### src/mgmt_pkg.sv
/*
  Shared constants and types for the optical module control and status block.
  Assumes a 10 MHz core clock; all pin inputs arrive from outside that domain.
*/
`default_nettype none
package mgmt_pkg;
  localparam int unsigned CLK_HZ = 10_000_000;
  localparam int unsigned T_INIT_MS = 2000;
  localparam int unsigned INIT_CYC = T_INIT_MS * (CLK_HZ / 1000);
  localparam int unsigned INIT_W = 25;
  localparam int unsigned T_RESET_MIN_US = 2;
  localparam int unsigned RESET_MIN_CYC = (T_RESET_MIN_US * CLK_HZ + 999_999) / 1_000_000;
  localparam logic [7:0] RESET_MIN = RESET_MIN_CYC[7:0];

  localparam int unsigned AW = 8;
  localparam int unsigned DW = 8;
  localparam logic [AW-1:0] ADDR_STATUS = 8'h00;
  localparam logic [AW-1:0] ADDR_FLAGS = 8'h01;
  localparam logic [AW-1:0] ADDR_MASK = 8'h02;
  localparam logic [AW-1:0] ADDR_CONTROL = 8'h03;
  localparam logic [AW-1:0] ADDR_MODSTATE = 8'h04;

  localparam int unsigned DNR_BIT = 0;
  localparam int unsigned PDOWN_BIT = 0;
  localparam int unsigned NFLAG = 4;
  localparam int unsigned FLAG_LOS = 0;
  localparam int unsigned FLAG_TXF = 1;
  localparam int unsigned FLAG_OTH = 2;
  localparam int unsigned FLAG_INIT = 3;
  localparam int unsigned MS_LOWPWR = 0;
  localparam int unsigned MS_BUSEN = 1;
  localparam int unsigned MS_READY = 2;

  localparam int unsigned NPIN = 8;
  localparam int unsigned PIN_RST_N = 0;
  localparam int unsigned PIN_SEL_N = 1;
  localparam int unsigned PIN_LP = 2;
  localparam int unsigned PIN_SCL = 3;
  localparam int unsigned PIN_SDA = 4;
  localparam int unsigned PIN_LOS = 5;
  localparam int unsigned PIN_TXF = 6;
  localparam int unsigned PIN_OTH = 7;
  localparam logic [NPIN-1:0] PIN_RST_VAL = 8'h1B;
  localparam logic [NFLAG-1:0] MASK_RST = 4'h0;

  typedef enum logic [2:0] {
    ST_HELD = 3'b001,
    ST_INIT = 3'b010,
    ST_RUN = 3'b100
  } mode_t;

  typedef struct packed {
    logic [NPIN-1:0] sync1;
    logic [NPIN-1:0] sync2;
    logic [NPIN-1:0] sync3;
    logic [NPIN-1:0] filt;
    mode_t mode;
    logic [INIT_W-1:0] init_cnt;
    logic [7:0] low_cnt;
    logic stop_seen;
    logic dnr;
    logic [NFLAG-1:0] flags;
    logic [NFLAG-1:0] pend_clr;
    logic [NFLAG-1:0] mask_sh;
    logic [NFLAG-1:0] mask;
    logic pdown_sh;
    logic pdown;
    logic [DW-1:0] rdata;
    logic int_n;
    logic present_n;
    logic bus_en;
    logic low_power;
  } state_t;
endpackage
`default_nettype wire

### src/optical_module_mgmt_control.sv
/*
  Control and status logic of a four-lane pluggable optical module: reset and
  initialization, data-not-ready, latched maskable flags driving the active-low
  interrupt, select gating of management access, low-power entry.
  Assumes: a register port fed by the 2-wire slave engine, one-cycle strobes,
  and all pins (reset, select, low power, SCL, SDA, fault levels) asynchronous.
*/
// Local design decisions: the address map and the plain strobed port.
`timescale 1ns/1ps
`default_nettype none
module optical_module_mgmt_control
  import mgmt_pkg::*;
#(
  parameter int unsigned INIT_CYCLES = INIT_CYC
) (
  input wire logic clk_in,
  input wire logic rst_in,
  input wire logic module_reset_n_in,
  input wire logic module_select_n_in,
  input wire logic low_power_select_in,
  input wire logic scl_in,
  input wire logic sda_in,
  input wire logic rx_los_in,
  input wire logic tx_fault_in,
  input wire logic other_fault_in,
  input wire logic [AW-1:0] addr_in,
  input wire logic [DW-1:0] wdata_in,
  input wire logic wr_in,
  input wire logic rd_in,
  output logic [DW-1:0] rdata_out,
  output logic interrupt_out_n_out,
  output logic module_present_n_out,
  output logic low_power_out,
  output logic bus_enable_out
);
  localparam logic [INIT_W-1:0] INIT_LAST = INIT_W'(INIT_CYCLES - 1);

  state_t s_reg;
  state_t s_next;
  logic [NPIN-1:0] pins;
  logic scl_fall;
  logic sda_rise;
  logic commit;
  logic [NFLAG-1:0] ev;
  logic [NFLAG-1:0] clr;
  logic [DW-1:0] rmux;

  always_comb begin
    pins = '0;
    pins[PIN_RST_N] = module_reset_n_in;
    pins[PIN_SEL_N] = module_select_n_in;
    pins[PIN_LP] = low_power_select_in;
    pins[PIN_SCL] = scl_in;
    pins[PIN_SDA] = sda_in;
    pins[PIN_LOS] = rx_los_in;
    pins[PIN_TXF] = tx_fault_in;
    pins[PIN_OTH] = other_fault_in;
  end

  always_comb begin
    s_next = s_reg;
    ev = '0;
    clr = '0;
    rmux = '0;
    // three-stage sampling; a level counts once stages two and three agree
    s_next.sync1 = pins;
    s_next.sync2 = s_reg.sync1;
    s_next.sync3 = s_reg.sync2;
    s_next.filt = (s_reg.sync2 & s_reg.sync3) | (s_reg.filt & (s_reg.sync2 | s_reg.sync3));

    // stop condition, then the next SCL fall is the reference instant
    sda_rise = s_next.filt[PIN_SDA] & ~s_reg.filt[PIN_SDA];
    scl_fall = s_reg.filt[PIN_SCL] & ~s_next.filt[PIN_SCL];
    commit = s_reg.stop_seen & scl_fall;
    if (s_next.filt[PIN_SCL] & sda_rise) begin
      s_next.stop_seen = 1'b1;
    end else if (commit) begin
      s_next.stop_seen = 1'b0;
    end

    // short low glitches are not a reset
    if (s_next.filt[PIN_RST_N]) begin
      s_next.low_cnt = '0;
    end else if (s_reg.low_cnt != RESET_MIN) begin
      s_next.low_cnt = s_reg.low_cnt + 8'h01;
    end

    s_next.present_n = 1'b0;
    s_next.low_power = s_next.filt[PIN_LP] | s_reg.pdown;
    s_next.rdata = '0;

    case (s_reg.mode)
      ST_HELD: begin
        if (s_next.filt[PIN_RST_N]) begin
          s_next.mode = ST_INIT;
          s_next.init_cnt = '0;
        end
      end
      ST_INIT: begin
        if (s_reg.init_cnt == INIT_LAST) begin
          s_next.mode = ST_RUN;
          s_next.dnr = 1'b0;
          ev[FLAG_INIT] = 1'b1;
        end else begin
          s_next.init_cnt = s_reg.init_cnt + INIT_W'(1);
        end
      end
      ST_RUN: begin
        ev[FLAG_LOS] = s_reg.filt[PIN_LOS];
        ev[FLAG_TXF] = s_reg.filt[PIN_TXF];
        ev[FLAG_OTH] = s_reg.filt[PIN_OTH];
      end
      default: begin
        s_next.mode = ST_HELD;
      end
    endcase

    // clear-on-read takes effect at the reference instant; a new event wins
    if (commit) begin
      clr = s_reg.pend_clr;
      s_next.pend_clr = '0;
      s_next.mask = s_reg.mask_sh;
      s_next.pdown = s_reg.pdown_sh;
    end
    s_next.flags = (s_reg.flags & ~clr) | ev;

    case (addr_in)
      ADDR_STATUS: rmux[DNR_BIT] = s_reg.dnr;
      ADDR_FLAGS: rmux[NFLAG-1:0] = s_reg.flags;
      ADDR_MASK: rmux[NFLAG-1:0] = s_reg.mask_sh;
      ADDR_CONTROL: rmux[PDOWN_BIT] = s_reg.pdown_sh;
      ADDR_MODSTATE: begin
        rmux[MS_LOWPWR] = s_reg.low_power;
        rmux[MS_BUSEN] = s_reg.bus_en;
        rmux[MS_READY] = ~s_reg.dnr;
      end
      default: rmux = '0;
    endcase

    // access only while selected and ready; otherwise reads give zero
    if (s_reg.bus_en) begin
      if (rd_in) begin
        s_next.rdata = rmux;
        if (addr_in == ADDR_FLAGS) begin
          s_next.pend_clr = s_next.pend_clr | s_reg.flags;
        end
      end
      if (wr_in) begin
        if (addr_in == ADDR_MASK) begin
          s_next.mask_sh = wdata_in[NFLAG-1:0];
        end
        if (addr_in == ADDR_CONTROL) begin
          s_next.pdown_sh = wdata_in[PDOWN_BIT];
        end
      end
    end
    s_next.bus_en = (s_next.mode == ST_RUN) & ~s_next.filt[PIN_SEL_N];

    // unmasked latched flags pull the interrupt low
    s_next.int_n = ~|(s_reg.flags & ~s_reg.mask);

    // a reset pulse longer than the minimum sends the mode to ST_HELD and clears flags, masks and controls; samplers run on
    if (s_reg.low_cnt == RESET_MIN) begin
      s_next.mode = ST_HELD;
      s_next.init_cnt = '0;
      s_next.stop_seen = 1'b0;
      s_next.dnr = 1'b1;
      s_next.flags = '0;
      s_next.pend_clr = '0;
      s_next.mask_sh = MASK_RST;
      s_next.mask = MASK_RST;
      s_next.pdown_sh = 1'b0;
      s_next.pdown = 1'b0;
      s_next.rdata = '0;
      s_next.int_n = 1'b1;
      s_next.bus_en = 1'b0;
      s_next.low_power = s_next.filt[PIN_LP];
    end
  end

  always_ff @(posedge clk_in) begin
    if (rst_in) begin
      s_reg.sync1 <= PIN_RST_VAL;
      s_reg.sync2 <= PIN_RST_VAL;
      s_reg.sync3 <= PIN_RST_VAL;
      s_reg.filt <= PIN_RST_VAL;
      s_reg.mode <= ST_INIT;
      s_reg.init_cnt <= '0;
      s_reg.low_cnt <= '0;
      s_reg.stop_seen <= 1'b0;
      s_reg.dnr <= 1'b1;
      s_reg.flags <= '0;
      s_reg.pend_clr <= '0;
      s_reg.mask_sh <= MASK_RST;
      s_reg.mask <= MASK_RST;
      s_reg.pdown_sh <= 1'b0;
      s_reg.pdown <= 1'b0;
      s_reg.rdata <= '0;
      s_reg.int_n <= 1'b1;
      s_reg.present_n <= 1'b0;
      s_reg.bus_en <= 1'b0;
      s_reg.low_power <= 1'b0;
    end else begin
      s_reg <= s_next;
    end
  end

  assign rdata_out = s_reg.rdata;
  assign interrupt_out_n_out = s_reg.int_n;
  assign module_present_n_out = s_reg.present_n;
  assign low_power_out = s_reg.low_power;
  assign bus_enable_out = s_reg.bus_en;
endmodule
`default_nettype wire

### config.mk
export PLATFORM = sky130hd
export DESIGN_NAME = optical_module_mgmt_control
export DESIGN_NICKNAME = d
export VERILOG_FILES = /design/src/mgmt_pkg.sv /design/src/optical_module_mgmt_control.sv
export SDC_FILE = /design/constraint.sdc
export NUM_CORES = 1
export LEC_CHECK = 0
export BUFFER_PORTS_ARGS = -buffer_cell sky130_fd_sc_hd__buf_2
export CORE_MARGIN = 5
export CORE_UTILIZATION = 58
export DETAILED_ROUTE_END_ITERATION = 7
export PLACE_DENSITY = 0.85
export RECOVER_POWER = 50
export SYNTH_ARGS = -nofsm -noshare
export SYNTH_HDL_FRONTEND = slang
export SYNTH_SLANG_ARGS = --single-unit
### constraint.sdc
create_clock -name clk_in -period 2.7 [get_ports clk_in]
set_input_delay 0.675 -clock clk_in [delete_from_list [all_inputs] [get_ports clk_in]]
set_output_delay 0.675 -clock clk_in [all_outputs]
set_load 0.02 [all_outputs]
==> results.cfg <==
[flow_run]
maxCapViolCount = 0

[sta]
fin_setup_tns_ns = 0
setup_viol = 0
max_slew.worst_pin.slew_ns = 1.027
slew_headroom_pct = 31.56
clock_skew_ns = 0.009684
clock.fmax_mhz = 435.4
finalHoldViolations = 0
rsz0062_at_grt = no
post-route-period-util_pct = 85.06
min_period_ns = 2.297
slew_violations = 0

[synthesis]
synth_flop_cell = dfxtp_1
synth_top_family_by_area = simple AND/OR/NAND/NOR gates
synth_edf_count = 0
synth_xor_area_share_pct = 5.024
ys_seq_area_share_pct = 49.59
synthTopCellsByArea = dfxtp_1 (50%), nor2_1 (4.5%), a21oi_1 (4.0%)
yosys.area_share.simple_pct = 22.94
synth_warnings = 0
syn_avg_cell_area_sq_um = 9.376
synth.area.mux_share_pct = 3.719
syn_area_sq_mm = 0.003835
synth_compound_gate_area_share_pct = 12.69
synth_top_area_share_pct = 49.59
ys_ff_latch = 95
syn_inst = 409
synthArstFlopShare_pct = 0
synth_top_area_cell = dfxtp_1
synthAdderAreaFrac_pct = 1.501
yosys.cell_types.count = 53

[worst_hold_path]
hold_path_depth = 1
hold_class = flop to flop
hold_path.startpoint = s_next[84]

[layout]
nNetsFinal = 469
stdcell_count = 520
drive_above_1_share_pct = 14.45
areaGrowthSynthToFinish_pct = 8.972
antenna_cells = 0
largest_register_ffs = 72

[floorplan]
die_h_um = 91.32
start_util_pct = 60.05
die_x_um = 91.32
ios = 40
coreArea_sq_mm = 0.006386
num_rows = 29
dieArea_sq_mm = 0.008338

[global_routing]
grt.total_usage_pct = 17.81
grt_antenna_before_repair = 0
first_global_vias = 2644
grt_pass1_wl_um = 12140
grt_start_max_net_pins = 32
overflow = 0

[worst_setup_path]
r2r_slack_ns = 0.40
path_max_fanout = 10
crit_arrival_ns = 2.56
timing.rr.start = s_reg[42]
cp_slowest_stage_delay_ns = 0.49
worstRegToRegCells = 7
cp_cell_sequence = nand4_1, nor4_4, a21boi_2, buf_4, o2111ai_1, xor2_1, nor2_1
worstPathRequired_ns = 2.96
critPathLaunchType = flop
crit_slowest_cell = nor4_4
cp-end-kind = flop
worstSetupStartpoint = s_reg[42]
crit_type = flop to flop

[power]
power_density_mw_per_mm2 = 596.0
peakVddDrop_uv = 600.7
switchingPower_w = 0.0006456
p_leak_nw = 1.585
swShare_pct = 25.92
intPower_w = 0.001845
combPwrFrac_pct = 6.0
power_frac_seq_pct = 57.9
power_frac_clock_pct = 36.1

[clock_tree]
cts_tree = done
clock_sinks = 95
clockBufferDepth = 2
cts_buffers = 9
clk-insertion-delay-late_ns = 0.37
postCtsHoldBufs = 0
path_clk_slew_ns = 0.10
cts_root_buf = clkbuf_8
cts_setup_buffers = 0
cts_max_level = 3
cts_resized = 0

[routing]
viasPerCell = 5.569
vias = 2896
first_iter_violations = 128
dr.pass1.iters = 4
drc = 0
wirelength_um = 7233
avgRoutedWirePerCell_um = 13.91
postRouteAntennaNets = 0

[place]
place_inst = 504
dp_hpwl_um = 5197
gp_congestion = 0.8728
port_buffers = 30

[run_status]
status = finished clean
## placed cells by master, fill, tap and decap left out, drive strengths merged, types with 2 or more instances in the layout
master    Yosys  routed
clkinvlp      0       2
buf          14      27
conb          1       5
xor2         16      16
inv           9      13
ha            3       3
nor4          7       7
nand3        14      14
nor2         46      46
a21o          2       2
clkbuf       10      20
mux2          2       2
mux2i        12      12
nor3b         2       2
o211ai        4       4
or3           8       8
dfxtp        95      95
nand4         7       7
a21oi        31      31
and2          2       2
a22o          5       5
o2111ai       6       6
xnor2         6       6
or2          14      14
o21bai        3       3
nand2        21      21
maj3          2       2
and3          8       8
nor2b        16      16
o21ai        16      16
o22ai         2       2
nor3         10      10
## metrics by stage
| stage | utilization, % | setup slack, ns | total power, W | hold WS [ns] | cell area, sq um |
|---|---|---|---|---|---|
| floorplan | - | 0.7642 | 0.001582 | 0.3895 | 3850 |
| finish | 65.44 | 0.4034 | 0.002491 | 0.4151 | 4179 |
| CTS | 66.01 | 0.6120 | 0.002518 | 0.4160 | 4215 |
| global route | 65.44 | 0.2550 | 0.002599 | 0.4303 | 4179 |
| detailed placement | 62.95 | 0.6379 | 0.001625 | 0.3923 | 4020 |
| global placement | 62.95 | 0.7077 | 0.001619 | 0.3909 | 4020 |
## worst paths after layout
check | end
worst min-delay path | s_next[76]
worst max register to register | s_reg[49]
worst min register to register | s_next[76]
worst max-delay path | s_reg[49]
## synth_stat cells, types with 4 or more instances
master	number
buf_4	9
and3_1	8
xor2_1	16
nor3_1	10
xnor2_1	6
nand2_1	21
dfxtp_1	95
buf_2	4
o21ai_0	14
clkbuf_1	10
nand4_1	6
nor4_1	5
nand3_1	14
a21oi_1	31
or2_2	14
o2111ai_1	6
or3_1	7
inv_1	9
nor2b_1	16
mux2i_1	12
o211ai_1	4
a22o_1	5
nor2_1	46
## power groups by stage
stage          registers, W  logic [W]  clock network, W
2_1_floorplan       0.00147   0.000110                 0
3_3_place_gp        0.00147   0.000145                 0
3_5_place_dp        0.00148   0.000149                 0
4_1_cts             0.00144   0.000152          0.000922
5_1_grt             0.00145   0.000165          0.000987
6_report            0.00144   0.000149          0.000899
## worst max-delay path, delay by kind of cell (launching register included)
kind                   cells  cell delay, ns
buffers and inverters      1            0.20
XOR/XNOR                   1            0.19
AO/OA/AOI/OAI              2            0.36
flip-flops                 1            0.42
AND/OR/NAND/NOR            3            1.01
## metal layers
layer / vias up / share of wire [%] / GRT usage, %
li1: 1484 / - / -
met1: 1321 / 43 / 21.84
met2: 79 / 49 / 29.45
met3: 12 / 6.8 / 6.033
met4: 0 / 1.3 / 5.746
met5: - / 0 / 0
## final cells by class
cell class | instances | area [sq um]
repair buffers | 38 | 188.9
multi-input cells | 285 | 1763
well taps | 77 | 96.34
fillers | 521 | 2207
clock buffers | 9 | 123.9
inverters | 9 | 33.78
flip-flops and latches | 95 | 1902
clock inverters | 7 | 71.32
## cells by family (layout without fill, tap and decap cells)
group	Yosys count	after routing
xor+xnor	22	22
fa+ha+maj	5	5
buf+inv	33	63
flops	95	95
mux	14	14
other cells	1	5
simple gates	162	162
compound gates	77	77
No activity file was read; power rests on OpenSTA's default activity.
